## config.mk

```make
export PLATFORM = sky130hd
export DESIGN_NAME = lmc_responder_flat
export DESIGN_NICKNAME = d
export VERILOG_FILES = /design/src/design/lmc_pkg.sv /design/src/design/lmc_link_if.sv /design/src/design/lmc_responder.sv /design/src/flat_wrapper.sv
export SDC_FILE = /design/constraint.sdc
export NUM_CORES = 1
export LEC_CHECK = 0
export CAP_MARGIN = 25
export CORE_MARGIN = 8
export CORE_UTILIZATION = 50
export CTS_CLUSTER_DIAMETER = 60
export DETAILED_ROUTE_END_ITERATION = 16
export DONT_BUFFER_PORTS = 1
export GPL_ROUTABILITY_DRIVEN = 0
export PLACE_DENSITY_LB_ADDON = 0.08
export SYNTH_ARGS = -nofsm -noshare
export SYNTH_HDL_FRONTEND = slang
export SYNTH_SLANG_ARGS = --single-unit
```

## constraint.sdc

```tcl
create_clock -name hclk -period 2.6 [get_ports hclk]
set_input_delay 0.39 -clock hclk [delete_from_list [all_inputs] [get_ports hclk]]
set_output_delay 0.39 -clock hclk [all_outputs]
set_load 0.005 [all_outputs]
```

## src/design/lmc_pkg.sv

```systemverilog
/*
 lmc_pkg: frame codes, field positions, reset values and helper functions
 shared by both ends of the motion command link.
 assumes: one byte per cycle on the link, identifier byte first.
*/
`default_nettype none
package lmc_pkg;
   localparam logic [7:0]  LMC_SLEEP_ID   = 8'h3C;
   localparam logic [7:0]  LMC_SLEEP_B1   = 8'h00;
   localparam logic [7:0]  LMC_FILL       = 8'hFF;
   localparam logic [7:0]  LMC_STOP_CMD   = 8'h8F;
   localparam logic [1:0]  LMC_HALF_STEP  = 2'h0;
   localparam logic [10:0] LMC_NO_SECONDARY_POSITION  = 11'h400;
   localparam logic [10:0] LMC_POS_RST    = 11'h000;
   localparam int          LMC_GOTO_LEN   = 8;
   localparam int          LMC_STOP_LEN   = 2;
   localparam int          LMC_MARK_BIT   = 4;
   localparam int          LMC_BROAD_BIT  = 7;
   // commander registers (byte addresses)
   localparam logic [7:0]  LMC_CTRL_OFS   = 8'h00;
   localparam logic [7:0]  LMC_TAG_OFS    = 8'h04;
   localparam logic [7:0]  LMC_LO_OFS     = 8'h08;
   localparam logic [7:0]  LMC_HI_OFS     = 8'h0C;
   localparam logic [7:0]  LMC_STAT_OFS   = 8'h10;
   localparam logic [31:0] LMC_REG_RST    = 32'h0000_0000;
   localparam int          LMC_GO_BIT     = 2;

   typedef enum logic [1:0] {
      LMC_K_GOTO  = 2'b00,
      LMC_K_SLEEP = 2'b01,
      LMC_K_STOP  = 2'b10
   } lmc_kind_t;

   // protected identifier: parity over the six low bits
   function automatic logic [7:0] lmc_tag(input logic [5:0] t);
      logic p0;
      logic p1;
      p0 = t[0] ^ t[1] ^ t[2] ^ t[4];
      p1 = ~(t[1] ^ t[3] ^ t[4] ^ t[5]);
      return {p1, p0, t};
   endfunction

   // add with end-around carry, as the frame checksum does
   function automatic logic [7:0] lmc_add(input logic [7:0] a, input logic [7:0] b);
      logic [8:0] s;
      s = {1'b0, a} + {1'b0, b};
      return s[7:0] + {7'h00, s[8]};
   endfunction
endpackage
`default_nettype wire

```

## src/design/lmc_link_if.sv

```systemverilog
/*
 lmc_link_if: byte-wide command frame link between commander and responder.
 assumes: commander drives, responder always accepts; one clock hclk.
*/
`timescale 1ns/100ps
`default_nettype none
interface lmc_link_if;
   logic       frm_valid;
   logic       frm_first;
   logic       frm_last;
   logic [7:0] frm_byte;
   modport commander (output frm_valid, output frm_first, output frm_last, output frm_byte);
   modport responder (input frm_valid, input frm_first, input frm_last, input frm_byte);
endinterface
`default_nettype wire

```

## src/design/lmc_responder.sv

```systemverilog
/*
 lmc_responder: device end; decodes goto, sleep and halt frames and drives
 the target position and halt/sleep requests of the motion controller.
 assumes: link bytes and motion inputs come from logic on hclk.
*/
//Contract
// - goto frame: tag bits 5,4 set, eight bytes
// - identifier parity checked on reception
// - odd byte: pos high, marker one, address
// - signed 11-bit field applied on address match
// - goto only in half stepping mode
// - sleep: tag 0x3C, 0x00 then 0xFF
// - sleep taken regardless of node address
// - sleep in motion: secondary position or halt
// - halt ramps down to minimum, then stops
// - after halt, actual copied into target
// - halt ignored during two-point referencing
// - overtemperature raises an internal halt
// - halt frame: bit5 zero, 0x8F, selector+address
// - selector zero halts every node
// - master uses general two-byte pointer 0000
// - halt decoded from data bytes only; the code also requires identifier bit 5 zero and two data bytes
`timescale 1ns/100ps
`default_nettype none
module lmc_responder
   import lmc_pkg::*;
(
   input  wire logic        hclk,
   input  wire logic        hresetn,
   lmc_link_if.responder    link,
   input  wire logic [6:0]  node_address,
   input  wire logic [1:0]  stepping_selection,
   input  wire logic        motion_active,
   input  wire logic        two_point_referencing_sequence,
   input  wire logic        overtemp,
   input  wire logic [10:0] actual_position,
   input  wire logic [10:0] secondary_position,
   output logic      [10:0] target_position,
   output logic             halt_request,
   output logic             sleep_mode,
   output logic             frame_reject
);
   typedef enum logic [2:0] {
      S_RUN   = 3'b000,
      S_HALT  = 3'b001,
      S_SWAIT = 3'b010,
      S_SHALT = 3'b011,
      S_SLEEP = 3'b100
   } lmc_state_t;

   lmc_state_t  state_reg;
   lmc_state_t  state_next;
   logic [7:0]  tag_reg;
   logic [7:0]  data_reg [LMC_GOTO_LEN];
   logic [3:0]  cnt_reg;
   logic [7:0]  sum_reg;
   logic        eval_reg;
   logic        ok_reg;
   logic [3:0]  len_reg;
   logic        hot_reg;
   logic [10:0] target_reg;
   logic [10:0] target_next;
   logic        halt_reg;
   logic        reject_reg;
   logic        sleep_reg;

   // frame capture: identifier, data bytes, running checksum
   always_ff @(posedge hclk or negedge hresetn) begin
      if (!hresetn) begin
         tag_reg  <= 8'h00;
         cnt_reg  <= 4'h0;
         sum_reg  <= 8'h00;
         eval_reg <= 1'b0;
         ok_reg   <= 1'b0;
         len_reg  <= 4'h0;
      end else begin
         eval_reg <= link.frm_valid && link.frm_last && !link.frm_first;
         if (link.frm_valid && link.frm_first) begin
            tag_reg <= link.frm_byte;
            cnt_reg <= 4'h0;
            sum_reg <= 8'h00;
         end else if (link.frm_valid && link.frm_last) begin
            len_reg <= cnt_reg;
            ok_reg  <= (link.frm_byte == ~sum_reg) && (cnt_reg != 4'h0)
                       && (lmc_tag(tag_reg[5:0]) == tag_reg);
         end else if (link.frm_valid && cnt_reg < 4'(LMC_GOTO_LEN)) begin
            cnt_reg <= cnt_reg + 4'h1;
            sum_reg <= lmc_add(sum_reg, link.frm_byte);
         end
      end
   end

   genvar gi;
   generate
      for (gi = 0; gi < LMC_GOTO_LEN; gi++) begin : g_cap
         always_ff @(posedge hclk or negedge hresetn) begin
            if (!hresetn) begin
               data_reg[gi] <= 8'h00;
            end else if (link.frm_valid && !link.frm_first && !link.frm_last
                         && cnt_reg == 4'(gi)) begin
               data_reg[gi] <= link.frm_byte;
            end
         end
      end
   endgenerate

   // sleep pattern: first byte 0x00, every following byte 0xFF
   logic [LMC_GOTO_LEN-1:0] fill_ok;
   logic [3:0]              hit;
   logic [10:0]             hit_pos [4];
   generate
      for (gi = 0; gi < LMC_GOTO_LEN; gi++) begin : g_fill
         assign fill_ok[gi] = (gi == 0) || (4'(gi) >= len_reg)
                              || (data_reg[gi] == LMC_FILL);
      end
      for (gi = 0; gi < 4; gi++) begin : g_hit
         assign hit[gi] = data_reg[2*gi][LMC_MARK_BIT]
                          && data_reg[2*gi][3:0] == node_address[3:0];
         assign hit_pos[gi] = {data_reg[2*gi][7:5], data_reg[2*gi+1]};
      end
   endgenerate

   wire is_sleep = ok_reg && tag_reg == LMC_SLEEP_ID && len_reg >= 4'd2
                   && data_reg[0] == LMC_SLEEP_B1 && &fill_ok;
   // the sleep identifier also has bits 5,4 set; it must never move the motor
   wire is_goto  = ok_reg && tag_reg[5:4] == 2'b11 && tag_reg != LMC_SLEEP_ID
                   && len_reg == 4'(LMC_GOTO_LEN) && |hit
                   && stepping_selection == LMC_HALF_STEP;
   wire stop_frm = ok_reg && !tag_reg[5] && len_reg == 4'(LMC_STOP_LEN)
                   && data_reg[0] == LMC_STOP_CMD
                   && (!data_reg[1][LMC_BROAD_BIT]
                       || data_reg[1][6:0] == node_address);
   wire hot_rise = overtemp && !hot_reg;
   wire stop_req = ((eval_reg && stop_frm) || hot_rise)
                   && !two_point_referencing_sequence;
   wire sec_ok   = secondary_position != LMC_NO_SECONDARY_POSITION;
   wire [10:0] goto_pos = hit[0] ? hit_pos[0] : hit[1] ? hit_pos[1]
                        : hit[2] ? hit_pos[2] : hit_pos[3];

   always_comb begin
      state_next  = state_reg;
      target_next = target_reg;
      case (state_reg)
         S_RUN, S_HALT: begin
            if (eval_reg && is_goto) begin
               target_next = goto_pos;
            end
            if (eval_reg && is_sleep) begin
               if (!motion_active) begin
                  state_next = S_SLEEP;
               end else if (sec_ok) begin
                  target_next = secondary_position;
                  state_next  = S_SWAIT;
               end else begin
                  state_next = S_SHALT;
               end
            end else if (stop_req && motion_active) begin
               state_next = S_HALT;
            end else if (state_reg == S_HALT && !motion_active) begin
               target_next = actual_position;
               state_next  = S_RUN;
            end
         end
         S_SWAIT: begin
            if (!motion_active) begin
               state_next = S_SLEEP;
            end
         end
         S_SHALT: begin
            if (!motion_active) begin
               target_next = actual_position;
               state_next  = S_SLEEP;
            end
         end
         S_SLEEP: begin
            if (link.frm_valid && link.frm_first) begin
               state_next = S_RUN;
            end
         end
         default: begin
            state_next = S_RUN;
         end
      endcase
   end

   always_ff @(posedge hclk or negedge hresetn) begin
      if (!hresetn) begin
         state_reg  <= S_RUN;
         target_reg <= LMC_POS_RST;
         hot_reg    <= 1'b0;
         halt_reg   <= 1'b0;
         reject_reg <= 1'b0;
         sleep_reg  <= 1'b0;
      end else begin
         state_reg  <= state_next;
         target_reg <= target_next;
         hot_reg    <= overtemp;
         halt_reg   <= state_next == S_HALT || state_next == S_SHALT;
         reject_reg <= eval_reg && !ok_reg;
         sleep_reg  <= state_next == S_SLEEP;
      end
   end

   assign target_position = target_reg;
   assign halt_request    = halt_reg;
   assign sleep_mode      = sleep_reg;
   assign frame_reject    = reject_reg;
endmodule
`default_nettype wire

```

## src/flat_wrapper.sv

```systemverilog
// flat-port wrapper written by rule: the top's interface ports become plain ports
module lmc_responder_flat import lmc_pkg::*;
  (hclk, hresetn, node_address, stepping_selection, motion_active, two_point_referencing_sequence, overtemp, actual_position, secondary_position, target_position, halt_request, sleep_mode, frame_reject, link_frm_valid, link_frm_first, link_frm_last, link_frm_byte);
  lmc_link_if link_i ();
  input  wire logic hclk;
  input  wire logic hresetn;
  input  wire logic [6:0] node_address;
  input  wire logic [1:0] stepping_selection;
  input  wire logic motion_active;
  input  wire logic two_point_referencing_sequence;
  input  wire logic overtemp;
  input  wire logic [10:0] actual_position;
  input  wire logic [10:0] secondary_position;
  output logic      [10:0] target_position;
  output logic halt_request;
  output logic sleep_mode;
  output logic frame_reject;
  input wire logic [$bits(link_i.frm_valid)-1:0] link_frm_valid;
  input wire logic [$bits(link_i.frm_first)-1:0] link_frm_first;
  input wire logic [$bits(link_i.frm_last)-1:0] link_frm_last;
  input wire logic [$bits(link_i.frm_byte)-1:0] link_frm_byte;
  assign link_i.frm_valid = link_frm_valid;
  assign link_i.frm_first = link_frm_first;
  assign link_i.frm_last = link_frm_last;
  assign link_i.frm_byte = link_frm_byte;
  lmc_responder u_core (.hclk(hclk), .hresetn(hresetn), .link(link_i), .node_address(node_address), .stepping_selection(stepping_selection), .motion_active(motion_active), .two_point_referencing_sequence(two_point_referencing_sequence), .overtemp(overtemp), .actual_position(actual_position), .secondary_position(secondary_position), .target_position(target_position), .halt_request(halt_request), .sleep_mode(sleep_mode), .frame_reject(frame_reject));
endmodule
```

=== Word-level counts from Yosys, hierarchy flattened ===
Cells that the tools add are included.

* Flip-flop bits (word level): 108
* Latch bits: 0
* Bits in writable memories: 0
* ROM bits: 0
* Bits of input ports: 47
* Output and inout bits: 14
* Logic and storage cells: 176
* Memories kept: 0

* Add/subtract/negate cells: 3
* $mul: 0
* Divide/modulo/power cells: 0
* $lt $le $gt $ge: 9
* Eq/ne operators: 37
* Shift operators: 0
* Muxes and demuxes: 25
* Bitwise operators: 9
* Reductions and logical operators: 73

{| class="wikitable"
|+ Operators by type and width
! cell !! count
|-
| 11-bit two-way mux || 10
|-
| 8-bit == test, second input constant || 8
|-
| 1-bit logical AND || 41
|-
| 8-bit two-way mux || 3
|-
| 11-bit one-hot mux with 2 select lines || 1
|-
| 3-bit two-way mux || 6
|-
| 4-bit by 3-bit == test with 1-bit output, second input constant || 4
|-
| 4-bit == test || 4
|-
| 3-bit by 4-bit greater-or-equal comparator with 1-bit output, first input constant || 4
|-
| 4-bit by 2-bit == test with 1-bit output, second input constant || 3
|-
| 4-bit two-way mux || 3
|-
| 11-bit != test, second input constant || 1
|-
| 1-bit logical OR || 10
|-
| 8-bit by 8-bit adder with 9-bit output || 1
|-
| 3-bit by 2-bit == test with 1-bit output, second input constant || 3
|-
| 3-bit one-hot mux with 3 select lines || 1
|-
| 8-bit by 1-bit adder with 8-bit output || 1
|-
| 8-bit by 6-bit == test with 1-bit output, second input constant || 1
|-
| 8-bit == test || 1
|-
| 2-bit by 4-bit greater-or-equal comparator with 1-bit output, first input constant || 2
|-
| 1-bit zero test || 8
|-
| 8-bit zero test || 1
|-
| 8-bit by 6-bit != test with 1-bit output, second input constant || 1
|-
| 8-bit inverter || 1
|-
| other kinds (24) || 37
|}

=== Longest topological paths before layout ===
Gate-level depths: netlist of run 1.

* Depth after elaboration: 14
* Mapped depth: 13
* Depth with buffers taken out: 13

=== Least setup slack after synthesis of run 1 ===
No wires, ideal clock.

* Kind: input-to-reg
* From: input port link_frm_byte[0]
* To: register u_core.sum_reg[7]
* Data arrival time: 2709 ps
* Slack: -230 ps
* Stages on the path: 13
* Cell sequence: ha_1 > fa_1 > a21o_1 > a21oi_1 > nor2_1 > a211o_1 > ha_1 > and3_1 > nand3_1 > a311oi_1 > xor2_1 > xnor2_1 > a22o_1

* Cells in the longest elaborated chain, start to end: 5

{| class="wikitable"
|+ Ends and longest elaborated chain
! item !! line !! text
|-
| start, declared || flat_wrapper.sv:21 || <nowiki>input wire logic [$bits(link_i.frm_byte)-1:0] link_frm_byte;</nowiki>
|-
| 8-bit by 8-bit adder with 9-bit output || lmc_pkg.sv:46 || <nowiki>s = {1'b0, a} + {1'b0, b};</nowiki>
|-
| 8-bit by 1-bit adder with 8-bit output || lmc_pkg.sv:47 || <nowiki>return s[7:0] + {7'h00, s[8]};</nowiki>
|-
| 8-bit two-way mux || lmc_responder.sv:86 || <nowiki>end else if (link.frm_valid && cnt_reg < 4'(LMC_GOTO_LEN)) begin</nowiki>
|-
| 8-bit two-way mux || lmc_responder.sv:82 || <nowiki>end else if (link.frm_valid && link.frm_last) begin</nowiki>
|-
| 8-bit two-way mux || lmc_responder.sv:78 || <nowiki>if (link.frm_valid && link.frm_first) begin</nowiki>
|-
| end signal, assigned || lmc_responder.sv:88 || <nowiki>sum_reg <= lmc_add(sum_reg, link.frm_byte);</nowiki>
|-
| end, declared || lmc_responder.sv:56 || <nowiki>logic [7:0] sum_reg;</nowiki>
|}

Every way passes these cells. The select of a mux whose other input is x is not followed.
A chain may end at the register's enable or synchronous reset.

=== Worst setup path in the final report of run 1 ===
* From: register u_core.sum_reg[0]
* To: register u_core.sum_reg[7]

* Cells in the longest elaborated chain, start to end: 5

{| class="wikitable"
|+ Ends and longest elaborated chain
! item !! line
|-
| 8-bit by 8-bit adder with 9-bit output || lmc_pkg.sv:46
|-
| 8-bit by 1-bit adder with 8-bit output || lmc_pkg.sv:47
|-
| 8-bit two-way mux || lmc_responder.sv:86
|-
| 8-bit two-way mux || lmc_responder.sv:82
|-
| 8-bit two-way mux || lmc_responder.sv:78
|}

Every way passes these cells. The select of a mux whose other input is x is not followed.

==> impl_metrics.xml, run 1 <==
<?xml version="1.0" encoding="UTF-8"?>
<metrics>
  <group name="finish">
    <metric name="largest_register_ffs" unit="">64</metric>
    <metric name="layout-drive-gt1-share" unit="">0.245</metric>
    <metric name="antenna_cells" unit="">0</metric>
    <metric name="fin_cells" unit="">760</metric>
    <metric name="final_cell_mix" unit="">dfrtp_1 (106), mux2_2 (72), nand2_1 (51)</metric>
    <metric name="area.growth.synth_to_final" unit="%">12.8</metric>
    <metric name="leading_cell_type_in_the_layout_fill_and_taps_excluded" unit="">dfrtp_1</metric>
    <metric name="fin_nets" unit="">672</metric>
  </group>
  <group name="route">
    <metric name="detailedRoute.firstPassIterationCount" unit="">4</metric>
    <metric name="m1_wire_length" unit="um">7100</metric>
    <metric name="final_antenna_net_count" unit="">0</metric>
    <metric name="routed_via_density" unit="">6.21</metric>
    <metric name="wl" unit="um">16000</metric>
    <metric name="met2_wirelength" unit="um">7520</metric>
    <metric name="detailed_route_via_count" unit="">4718</metric>
    <metric name="wl_per_cell" unit="um">21.0</metric>
    <metric name="starting_drc_count_in_detailed_routing" unit="">263</metric>
    <metric name="dr_wl_met3" unit="um">1010</metric>
    <metric name="topRoutingLayerUsed" unit="">met4</metric>
    <metric name="route.detailed.drc" unit="">0</metric>
  </group>
  <group name="worst_setup_path">
    <metric name="required" unit="ns">2.84</metric>
    <metric name="timing.critical_path.from_type" unit="">flip-flop</metric>
    <metric name="arrival" unit="ns">2.84</metric>
    <metric name="critical_path.endpoint" unit="">u_core.sum_reg[7]</metric>
    <metric name="critical_path.endpoint_type" unit="">flip-flop</metric>
    <metric name="worstReg2RegStart" unit="">u_core.sum_reg[0]</metric>
    <metric name="ff2ff_path_depth" unit="">10</metric>
    <metric name="path_class" unit="">reg -&gt; reg</metric>
    <metric name="setup.worst_path.start" unit="">u_core.sum_reg[0]</metric>
    <metric name="rr_endpoint" unit="">u_core.sum_reg[7]</metric>
    <metric name="r2r_setup_slack" unit="ns">0.008</metric>
    <metric name="cp_max_fo" unit="">2</metric>
  </group>
  <group name="logic_synthesis">
    <metric name="synth_async_sr_flop_share" unit="">1.00</metric>
    <metric name="synth-edff-count" unit="">0</metric>
    <metric name="synth_area_leaders" unit="">dfrtp_1 (44%), mux2_2 (13%), nand2_1 (3.1%)</metric>
    <metric name="yosys_warnings" unit="">0</metric>
    <metric name="synth_area_per_cell" unit="um^2">10.4</metric>
    <metric name="synthDominantAreaCellType" unit="">dfrtp_1</metric>
    <metric name="synth_cells" unit="">589</metric>
    <metric name="synth_fp_nets" unit="">652</metric>
    <metric name="netlist.area_leader.share" unit="">0.440</metric>
    <metric name="synth_top_flop_cell" unit="">dfrtp_1</metric>
    <metric name="yosys_register_bits" unit="">108</metric>
    <metric name="ys_types" unit="">60</metric>
    <metric name="ys_seq_area_frac" unit="">0.440</metric>
    <metric name="synth.cell_area" unit="mm^2">0.00614</metric>
  </group>
  <group name="sta">
    <metric name="setup_repair_after_global_routing_missed_its_margin" unit="">true</metric>
    <metric name="fmaxAchievable" unit="MHz">386</metric>
    <metric name="period_needed" unit="ns">2.59</metric>
    <metric name="final_hold_viol_count" unit="">108</metric>
    <metric name="final.setup_skew" unit="ns">0.00954</metric>
    <metric name="timing.slew.headroom" unit="">0.574</metric>
    <metric name="period_share" unit="">0.997</metric>
    <metric name="final_ws_setup" unit="ns">0.00761</metric>
    <metric name="timing.setup.tns" unit="ns">0</metric>
    <metric name="report.final.setup_viol" unit="">0</metric>
    <metric name="worst_slew_pin_slew" unit="ns">0.635</metric>
    <metric name="worst_hold_margin" unit="ns">-0.280</metric>
    <metric name="final_max_tran_viols" unit="">0</metric>
  </group>
  <group name="place">
    <metric name="io_buffer_count" unit="">0</metric>
    <metric name="post-dp-hpwl" unit="um">11500</metric>
    <metric name="place.detailed.instances" unit="">733</metric>
    <metric name="place_ws" unit="ns">-0.0962</metric>
  </group>
  <group name="clock_tree">
    <metric name="clkSinkCount" unit="">108</metric>
    <metric name="cts_tree" unit="">built</metric>
    <metric name="cts_buffers" unit="">9</metric>
    <metric name="clock-root-buffer" unit="">clkbuf_16</metric>
    <metric name="cts_htree_levels" unit="">3</metric>
    <metric name="cts_max_path_buffers" unit="">2</metric>
    <metric name="clk_pin_slew" unit="ns">0.07</metric>
    <metric name="worstSkewPairLatency" unit="ns">0.35</metric>
  </group>
  <group name="grt">
    <metric name="wire_length_of_the_first_global_routing_pass" unit="um">25100</metric>
    <metric name="gr-usage-all-layers" unit="">0.200</metric>
    <metric name="grt_antenna_before_repair" unit="">0</metric>
    <metric name="overflow" unit="">0</metric>
    <metric name="grt_start_max_net_pins" unit="">109</metric>
    <metric name="number_of_global_route_vias_before_repair" unit="">4584</metric>
  </group>
  <group name="flow_run">
    <metric name="max_cap_violations" unit="">0</metric>
  </group>
  <group name="run_status">
    <metric name="outcome" unit="">finished with violations</metric>
    <metric name="failing_checks" unit="">negative hold slack</metric>
  </group>
  <group name="floorplanning">
    <metric name="io_pins" unit="">61</metric>
    <metric name="die_h" unit="um">127</metric>
    <metric name="starting_utilization_of_the_core_area" unit="">0.511</metric>
    <metric name="std_cell_rows" unit="">40</metric>
    <metric name="die_width" unit="um">127</metric>
    <metric name="die-area" unit="mm^2">0.0161</metric>
    <metric name="core" unit="mm^2">0.0120</metric>
  </group>
  <group name="power">
    <metric name="total_power" unit="mW">5.06</metric>
    <metric name="power.ir.vdd_worst" unit="mV">0.427</metric>
    <metric name="power_density" unit="mW/mm^2">731</metric>
    <metric name="static-leakage-power" unit="nW">3.16</metric>
  </group>
  <group name="worst_hold_path">
    <metric name="worstHoldPathType" unit="">in -&gt; async</metric>
  </group>
</metrics>
==> how the worst min path moves through the flow <==
stage	endpoint	slack (ns)	depth (start not counted)
final	u_core.target_position[8]	-0.28	0
after floorplan	u_core.cnt_reg[0]	0.09	0
after global placement	u_core.state_reg[0]	0.1	0
after CTS	u_core.sleep_mode	-0.29	0
after detailed placement	u_core.sleep_mode	0.1	0
after global routing	u_core.target_position[8]	-0.29	0
==> per-layer routing <==
| metal | global-route usage | vias up |
|---|---|---|
| met3 | 0.0440 | 20 |
| met5 | 0 | - |
| met1 | 0.253 | 2368 |
| li1 | - | 2216 |
| met2 | 0.322 | 114 |
| met4 | 0.0889 | 0 |
==> cell families after synthesis <==
| kind of cell | Yosys count | synth area share |
|---|---|---|
| compound gates | 96 | 0.115 |
| xor+xnor | 38 | 0.0542 |
| fa+ha+maj | 16 | 0.0338 |
| buf+inv | 39 | 0.0285 |
| flops | 108 | 0.440 |
| mux | 91 | 0.164 |
| simple gates | 201 | 0.164 |
==> worst max-delay path, cell delays in order (launching register included) <==
cell,delay (ns)
dfrtp_1,0.41
ha_4,0.17
fa_2,0.34
a21o_1,0.19
a21o_1,0.18
a2111oi_2,0.29
a41oi_1,0.11
a311oi_2,0.31
xor2_1,0.19
xnor2_1,0.08
a22o_1,0.20
==> stage by stage <==
step / instance area (um^2) / util
after detailed placement: 6420 / 0.534
after global routing: 6930 / 0.577
after floorplan: 6180 / -
final: 6930 / 0.577
after global placement: 6420 / 0.534
after CTS: 6740 / 0.561
==> what timing repair did <==
item	in CTS	in global routing
resized for setup	0	22
setup endpoints to repair	2	13
gates cloned	0	1
buffers inserted	1	11
hold endpoints to repair	108	108
pin swaps	6	16
==> cell usage after synthesis (5+ instances only) <==
cell type	instances
nor2_1	34
nor2b_1	5
a22o_1	8
nand2_1	51
buf_2	5
nand4_1	20
a21oi_1	13
xor2_1	18
inv_1	14
or3_1	11
ha_1	15
a31oi_1	8
a211o_1	10
dfrtp_1	108
clkbuf_1	14
mux2_2	72
mux2i_1	16
nand3_1	38
nor3_1	17
o21ai_0	17
xnor2_1	20
==> cell type report <==
class / instances / area, um^2
well taps: 147 / 184
repair buffers: 33 / 294
inverters: 15 / 56.3
fillers: 1070 / 5080
clock buffers: 12 / 267
flip-flops and latches: 108 / 2710
multi-input cells: 442 / 3380
clock inverters: 3 / 43.8
==> power breakdown <==
group,switching [mW],leakage (nW),internal [mW]
registers,0.379,1.40,2.02
logic,0.550,1.61,0.681
clock network,0.612,0.155,0.823
total,1.54,3.16,3.52
Note: power is estimated with default switching activity, not from simulation.
==> run 2: changes to the inputs <==
--- a/config.mk
+++ b/config.mk
@@ -7,7 +7,7 @@
 export LEC_CHECK = 0
 export CAP_MARGIN = 25
 export CORE_MARGIN = 8
-export CORE_UTILIZATION = 50
+export CORE_UTILIZATION = 55
 export CTS_CLUSTER_DIAMETER = 60
 export DETAILED_ROUTE_END_ITERATION = 16
 export DONT_BUFFER_PORTS = 1
==> run 2 against run 1 <==
- the flow finishes with violations (negative hold slack, negative setup slack)
- non-clock buffer count up 3
- via count up 1.9%
- flip-flop and latch count unchanged
- largest power group unchanged
==> impl_metrics.xml, run 2 (synthesized netlist as in run 1, its figures left out) <==
<?xml version="1.0" encoding="UTF-8"?>
<metrics>
  <group name="power">
    <metric name="share_seq_of_total_power" unit="">0.517</metric>
    <metric name="p_sw_frac" unit="">0.333</metric>
    <metric name="net_switching_power" unit="mW">1.53</metric>
    <metric name="static-leakage-power" unit="nW">3.11</metric>
    <metric name="total_power" unit="mW">4.60</metric>
    <metric name="combPwrFrac" unit="">0.272</metric>
    <metric name="power_density" unit="mW/mm^2">673</metric>
    <metric name="internal-power" unit="mW">3.07</metric>
    <metric name="power.ir.vdd_worst" unit="mV">0.438</metric>
    <metric name="clock_power_share" unit="">0.210</metric>
  </group>
  <group name="clock_tree">
    <metric name="cts_tree" unit="">built</metric>
    <metric name="cts.hold.buffers_added" unit="">1</metric>
    <metric name="clock-root-buffer" unit="">clkbuf_8</metric>
    <metric name="worstSkewPairLatency" unit="ns">0.40</metric>
    <metric name="clkSinkCount" unit="">108</metric>
    <metric name="cts_buffers" unit="">9</metric>
    <metric name="cts_max_path_buffers" unit="">2</metric>
    <metric name="clk_pin_slew" unit="ns">0.12</metric>
    <metric name="cts_htree_levels" unit="">3</metric>
  </group>
  <group name="finish">
    <metric name="fin_nets" unit="">675</metric>
    <metric name="final_cell_mix" unit="">dfrtp_1 (107), mux2_2 (72), nand2_1 (51)</metric>
    <metric name="leading_cell_type_in_the_layout_fill_and_taps_excluded" unit="">dfrtp_1</metric>
    <metric name="antenna_cells" unit="">0</metric>
    <metric name="largest_register_ffs" unit="">64</metric>
    <metric name="nFillCells" unit="">870</metric>
    <metric name="layout-drive-gt1-share" unit="">0.241</metric>
    <metric name="register_area" unit="mm^2">0.00270</metric>
    <metric name="finish.utilization" unit="">0.628</metric>
    <metric name="combined_area_of_the_multi_input_logic_cells" unit="mm^2">0.00338</metric>
    <metric name="area.growth.synth_to_final" unit="%">11.3</metric>
    <metric name="fin_cells" unit="">757</metric>
  </group>
  <group name="route">
    <metric name="detailedRoute.firstPassIterationCount" unit="">5</metric>
    <metric name="wl_per_cell" unit="um">21.5</metric>
    <metric name="final_antenna_net_count" unit="">0</metric>
    <metric name="detailed_route_via_count" unit="">4807</metric>
    <metric name="wl" unit="um">16300</metric>
    <metric name="starting_drc_count_in_detailed_routing" unit="">362</metric>
    <metric name="route.detailed.drc" unit="">0</metric>
    <metric name="routed_via_density" unit="">6.35</metric>
  </group>
  <group name="sta">
    <metric name="final_hold_viol_count" unit="">108</metric>
    <metric name="timing.setup.tns" unit="ns">-0.0502</metric>
    <metric name="timing.slew.headroom" unit="">0.556</metric>
    <metric name="worst_slew_pin_slew" unit="ns">0.661</metric>
    <metric name="period_share" unit="">1.02</metric>
    <metric name="worst_hold_margin" unit="ns">-0.331</metric>
    <metric name="final_max_tran_viols" unit="">0</metric>
    <metric name="setup_repair_after_global_routing_missed_its_margin" unit="">true</metric>
    <metric name="period_needed" unit="ns">2.65</metric>
    <metric name="final_ws_setup" unit="ns">-0.0483</metric>
    <metric name="fmaxAchievable" unit="MHz">378</metric>
    <metric name="report.final.setup_viol" unit="">2</metric>
    <metric name="final.setup_skew" unit="ns">0.0263</metric>
  </group>
  <group name="place">
    <metric name="place.detailed.instances" unit="">726</metric>
    <metric name="place_ws" unit="ns">-0.131</metric>
    <metric name="io_buffer_count" unit="">0</metric>
    <metric name="post-dp-hpwl" unit="um">11500</metric>
  </group>
  <group name="worst_setup_path">
    <metric name="arrival" unit="ns">2.92</metric>
    <metric name="ff2ff_path_depth" unit="">13</metric>
    <metric name="cp_max_fo" unit="">2</metric>
    <metric name="path_class" unit="">reg -&gt; reg</metric>
    <metric name="critical_path.endpoint_type" unit="">flip-flop</metric>
    <metric name="required" unit="ns">2.87</metric>
    <metric name="timing.critical_path.from_type" unit="">flip-flop</metric>
  </group>
  <group name="floorplanning">
    <metric name="std_cell_rows" unit="">38</metric>
    <metric name="die-area" unit="mm^2">0.0148</metric>
    <metric name="core" unit="mm^2">0.0109</metric>
    <metric name="starting_utilization_of_the_core_area" unit="">0.564</metric>
    <metric name="die_h" unit="um">122</metric>
    <metric name="io_pins" unit="">61</metric>
    <metric name="die_width" unit="um">122</metric>
  </group>
  <group name="grt">
    <metric name="grt_start_max_net_pins" unit="">109</metric>
    <metric name="number_of_global_route_vias_before_repair" unit="">4809</metric>
    <metric name="wire_length_of_the_first_global_routing_pass" unit="um">25200</metric>
    <metric name="grt_antenna_before_repair" unit="">0</metric>
    <metric name="gr-usage-all-layers" unit="">0.218</metric>
    <metric name="overflow" unit="">0</metric>
  </group>
  <group name="run_status">
    <metric name="failing_checks" unit="">negative hold slack, negative setup slack</metric>
    <metric name="outcome" unit="">finished with violations</metric>
  </group>
  <group name="flow_run">
    <metric name="max_cap_violations" unit="">0</metric>
  </group>
  <group name="worst_hold_path">
    <metric name="worstHoldPathType" unit="">in -&gt; async</metric>
  </group>
</metrics>
-- run 2: cell count changes in the layout (fill, tap and decap cells not counted), sizes merged --
cell         before  now
clkinvlp          0    2
dlygate4sd3       0    1
inv              16   15
bufinv            1    0
buf              32   33
clkinv            1    3
-- run 2: routing by layer --
metal / global-route usage / vias to the layer above / wire (um)
li1: - / 2207 / -
met1: 0.273 / 2392 / 7030
met2: 0.359 / 172 / 7650
met3: 0.0481 / 36 / 1180
met4: 0.0864 / 0 / 422
met5: 0 / - / 0
-- run 2: final timing paths --
kind                                    from                  end  slack [ns]
hold / removal                       hresetn  u_core.state_reg[1]       -0.33
min in group hclk             link_frm_first    u_core.cnt_reg[3]        0.07
hold reg to reg                u_core.ok_reg  u_core.frame_reject        0.51
max in group asynchronous            hresetn   u_core.data_reg[7]        2.76
setup reg to reg           u_core.sum_reg[0]    u_core.sum_reg[7]       -0.05
setup / recovery           u_core.sum_reg[0]    u_core.sum_reg[7]       -0.05
-- run 2: power by group through the flow --
stage | sequential [mW] | clock, mW | combinational, mW
6_report | 2.38 | 0.968 | 1.25
3_3_place_gp | 2.39 | 0 | 1.14
2_1_floorplan | 2.29 | 0 | 0.969
5_1_grt | 2.42 | 1.05 | 1.39
3_5_place_dp | 2.40 | 0 | 1.19
4_1_cts | 2.37 | 0.995 | 1.19
-- run 2: through the flow --
stage / instance area, um^2 / hold slack [ns]
after floorplan: 6180 / 0.0944
after global placement: 6410 / 0.0976
after detailed placement: 6410 / 0.0974
after CTS: 6600 / -0.347
after global routing: 6830 / -0.354
final: 6830 / -0.331
-- run 2: final cells by class --
| cell class | count | share of cell area |
|---|---|---|
| repair buffers | 36 | 0.0498 |
| well taps | 140 | 0.0256 |
| inverters | 15 | 0.00860 |
| flip-flops and latches | 108 | 0.396 |
| clock inverters | 5 | 0.00549 |
| multi-input cells | 442 | 0.494 |
| clock buffers | 11 | 0.0207 |
-- run 2: what timing repair did --
item	4_1_cts	5_1_grt
setup endpoints to repair	1	12
pin swaps	8	16
resized for setup	0	23
gates cloned	0	3
hold endpoints to repair	109	108
setup buffers	0	12
-- run 2: worst max-delay path: stages (launching register included) --
cell	delay, ns
dfrtp_1	0.42
ha_4	0.17
fa_2	0.34
a21o_1	0.19
a21oi_2	0.14
nor2_1	0.06
a211o_1	0.23
ha_2	0.17
and3_4	0.16
nand3_4	0.06
a311oi_2	0.04
xor2_1	0.17
xnor2_1	0.15
a22o_1	0.24
==> run 3: changes to the inputs <==
--- a/config.mk
+++ b/config.mk
@@ -5,6 +5,7 @@
 export SDC_FILE = /design/constraint.sdc
 export NUM_CORES = 1
 export LEC_CHECK = 0
+export ABC_AREA = 1
 export CAP_MARGIN = 25
 export CORE_MARGIN = 8
 export CORE_UTILIZATION = 55
==> run 3 against run 2 <==
- the flow finishes with violations (negative hold slack)
- die area increased by 6.5%
- highest routed layer unchanged
- final area increased by 2.3%
- setup slack better by 0.24 ns
- hold slack improved by 0.057 ns
- critical path type unchanged
- flip-flop and latch count unchanged
- global-route usage is 1.3 points higher
- largest power group unchanged
- sequential share of layout area is 0.91 points lower
- critical path depth is 4 higher
==> impl_metrics.xml, run 3 <==
<?xml version="1.0" encoding="UTF-8"?>
<metrics>
  <group name="run_status">
    <metric name="outcome" unit="">finished with violations</metric>
    <metric name="failing_checks" unit="">negative hold slack</metric>
  </group>
  <group name="clock_tree">
    <metric name="clkSinkCount" unit="">108</metric>
    <metric name="cts_htree_levels" unit="">3</metric>
    <metric name="worstSkewPairLatency" unit="ns">0.36</metric>
    <metric name="cts_tree" unit="">built</metric>
    <metric name="cts_buffers" unit="">9</metric>
    <metric name="clk_pin_slew" unit="ns">0.07</metric>
    <metric name="cts_max_path_buffers" unit="">2</metric>
    <metric name="clock-root-buffer" unit="">clkbuf_16</metric>
  </group>
  <group name="finish">
    <metric name="layout-drive-gt1-share" unit="">0.0729</metric>
    <metric name="area.growth.synth_to_final" unit="%">5.95</metric>
    <metric name="antenna_cells" unit="">0</metric>
    <metric name="finish.instance_area" unit="mm^2">0.00699</metric>
    <metric name="largest_register_ffs" unit="">64</metric>
    <metric name="fin_nets" unit="">951</metric>
    <metric name="final_cell_mix" unit="">nand2_1 (302), o21ai_0 (111), dfrtp_1 (108)</metric>
    <metric name="finish.utilization" unit="">0.589</metric>
    <metric name="fin_cells" unit="">1039</metric>
    <metric name="leading_cell_type_in_the_layout_fill_and_taps_excluded" unit="">nand2_1</metric>
  </group>
  <group name="power">
    <metric name="power_density" unit="mW/mm^2">821</metric>
    <metric name="total_power" unit="mW">5.74</metric>
    <metric name="static-leakage-power" unit="nW">3.35</metric>
    <metric name="power.ir.vdd_worst" unit="mV">0.388</metric>
  </group>
  <group name="sta">
    <metric name="timing.slew.headroom" unit="">0.531</metric>
    <metric name="report.final.setup_viol" unit="">0</metric>
    <metric name="period_needed" unit="ns">2.41</metric>
    <metric name="timing.setup.tns" unit="ns">0</metric>
    <metric name="worst_hold_margin" unit="ns">-0.274</metric>
    <metric name="worst_slew_pin_slew" unit="ns">0.701</metric>
    <metric name="final_hold_viol_count" unit="">108</metric>
    <metric name="period_share" unit="">0.928</metric>
    <metric name="final.setup_skew" unit="ns">0.00774</metric>
    <metric name="fmaxAchievable" unit="MHz">414</metric>
    <metric name="final_max_tran_viols" unit="">0</metric>
  </group>
  <group name="worst_setup_path">
    <metric name="path_delay_family" unit="">adder cells</metric>
    <metric name="critical_path.endpoint_type" unit="">flip-flop</metric>
    <metric name="r2r_setup_slack" unit="ns">0.19</metric>
    <metric name="cp_max_fo" unit="">5</metric>
    <metric name="cp_common_cell" unit="">inv_1</metric>
    <metric name="timing.critical_path.from_type" unit="">flip-flop</metric>
    <metric name="cpMaxStageDelayCell" unit="">dfrtp_1</metric>
    <metric name="crit_path_cell_trace" unit="">ha_4 -&gt; inv_1 -&gt; o21ai_2 -&gt; a31oi_4 -&gt; o221ai_2 -&gt; ha_2 -&gt; ha_1 -&gt; inv_1 -&gt; nor2_1 -&gt; inv_1 -&gt; nor2_1 -&gt; inv_1 -&gt; nor2_2 -&gt; inv_1 -&gt; o21ai_0 -&gt; nand3_1 -&gt; nand2_1</metric>
    <metric name="path_class" unit="">reg -&gt; reg</metric>
    <metric name="critical_path_s_largest_stage_delay" unit="ns">0.42</metric>
    <metric name="timing.critical_path.buf_inv" unit="">5</metric>
    <metric name="required" unit="ns">2.90</metric>
    <metric name="arrival" unit="ns">2.71</metric>
  </group>
  <group name="floorplanning">
    <metric name="die_width" unit="um">126</metric>
    <metric name="die_h" unit="um">126</metric>
    <metric name="core" unit="mm^2">0.0119</metric>
    <metric name="starting_utilization_of_the_core_area" unit="">0.556</metric>
    <metric name="die-area" unit="mm^2">0.0158</metric>
    <metric name="io_pins" unit="">61</metric>
    <metric name="std_cell_rows" unit="">40</metric>
  </group>
  <group name="route">
    <metric name="starting_drc_count_in_detailed_routing" unit="">564</metric>
    <metric name="detailed_route_via_count" unit="">5873</metric>
    <metric name="detailedRoute.firstPassIterationCount" unit="">5</metric>
    <metric name="final_antenna_net_count" unit="">0</metric>
    <metric name="wl_per_cell" unit="um">17.2</metric>
    <metric name="wl" unit="um">17800</metric>
    <metric name="routed_via_density" unit="">5.65</metric>
    <metric name="route.detailed.drc" unit="">0</metric>
  </group>
  <group name="logic_synthesis">
    <metric name="yosys_register_bits" unit="">108</metric>
    <metric name="synth_fp_nets" unit="">964</metric>
    <metric name="ys_seq_area_frac" unit="">0.410</metric>
    <metric name="synth.most_common_cell" unit="">nand2_1</metric>
    <metric name="yosys_warnings" unit="">0</metric>
    <metric name="yosys-top-cells-count" unit="">nand2_1 (302), o21ai_0 (112), dfrtp_1 (108)</metric>
    <metric name="synth_cells" unit="">901</metric>
    <metric name="ys_types" unit="">47</metric>
    <metric name="synthDominantAreaCellType" unit="">dfrtp_1</metric>
    <metric name="synth_area_leaders" unit="">dfrtp_1 (41%), nand2_1 (17%), o21ai_0 (8.5%)</metric>
    <metric name="synth_top_flop_cell" unit="">dfrtp_1</metric>
    <metric name="synth-edff-count" unit="">0</metric>
    <metric name="synth_async_sr_flop_share" unit="">1.00</metric>
    <metric name="netlist.area_leader.share" unit="">0.410</metric>
    <metric name="synth.cell_area" unit="mm^2">0.00660</metric>
    <metric name="synth_area_per_cell" unit="um^2">7.32</metric>
  </group>
  <group name="place">
    <metric name="place.detailed.instances" unit="">1022</metric>
    <metric name="io_buffer_count" unit="">0</metric>
    <metric name="post-dp-hpwl" unit="um">12900</metric>
    <metric name="placement.cell_area" unit="mm^2">0.00664</metric>
  </group>
  <group name="grt">
    <metric name="grt_antenna_before_repair" unit="">0</metric>
    <metric name="grt_start_max_net_pins" unit="">109</metric>
    <metric name="wire_length_of_the_first_global_routing_pass" unit="um">29000</metric>
    <metric name="number_of_global_route_vias_before_repair" unit="">5468</metric>
    <metric name="overflow" unit="">0</metric>
    <metric name="gr-usage-all-layers" unit="">0.230</metric>
  </group>
  <group name="flow_run">
    <metric name="max_cap_violations" unit="">0</metric>
  </group>
  <group name="worst_hold_path">
    <metric name="worstHoldPathType" unit="">in -&gt; async</metric>
  </group>
</metrics>
[run 3: logic make-up (layout without fill, tap and decap cells)]
kind of cell,Yosys count,after routing,share of synthesized area
simple gates,472,472,0.315
compound gates,160,160,0.136
fa+ha+maj,16,16,0.0315
buf+inv,122,113,0.0777
flops,108,108,0.410
xor+xnor,23,23,0.0305
[run 3: area by class of cell]
cell class	count	area (um^2)
fill	1104	4870
multi-input combinational	671	3430
sequential	108	2700
inverter	94	353
clock buffer	9	225
tap	147	184
clock inverter	6	66.3
timing repair buffer	4	30.0
[run 3: worst register-to-register path, delay by kind of cell, from the launching register on]
family                   cells  cell delay (ns)
AO/OA/AOI/OAI                4             0.49
AND/OR/NAND/NOR              5             0.47
flip-flops                   1             0.42
adder cells (fa/ha/maj)      3             0.67
buffers and inverters        5             0.31
[run 3: per-stage QoR]
step	hold WS, ns	setup WS (ns)
final	-0.274	0.187
after global routing	-0.287	-0.00514
after CTS	-0.284	0.0486
after detailed placement	0.100	0.0572
after global placement	0.100	0.126
after floorplan	0.0944	0.191
[run 3: report_power, final]
part | switching, mW | leakage [nW] | internal, mW
sequential | 0.508 | 1.41 | 2.16
clock | 0.642 | 0.134 | 0.742
combinational | 1.04 | 1.81 | 0.653
total | 2.19 | 3.35 | 3.55
[run 3: final timing paths]
path | to | cells past startpoint | from
max | u_core.sum_reg[6] | 17 | u_core.sum_reg[3]
min | u_core.data_reg[53] | 0 | hresetn
max reg2reg | u_core.sum_reg[6] | 17 | u_core.sum_reg[3]
min reg2reg | u_core.sum_reg[7] | 2 | u_core.sum_reg[7]
max in group asynchronous | u_core.target_position[9] | 0 | hresetn
min in group hclk | u_core.hot_reg | 0 | overtemp
[run 3: repair_timing]
| item | CTS | global route |
|---|---|---|
| setup endpoints to repair | 0 | 4 |
| resized for setup | 0 | 10 |
| endpoints found under the hold margin | 108 | 108 |
| buffers inserted | 0 | 1 |
[run 3: metal layers]
layer | wire length [um] | track usage | up-vias
met2 | 8390 | 0.364 | 157
met3 | 1110 | 0.0395 | 19
met5 | 0 | 0 | -
met4 | 284 | 0.0809 | 0
met1 | 8050 | 0.312 | 2794
li1 | - | - | 2903
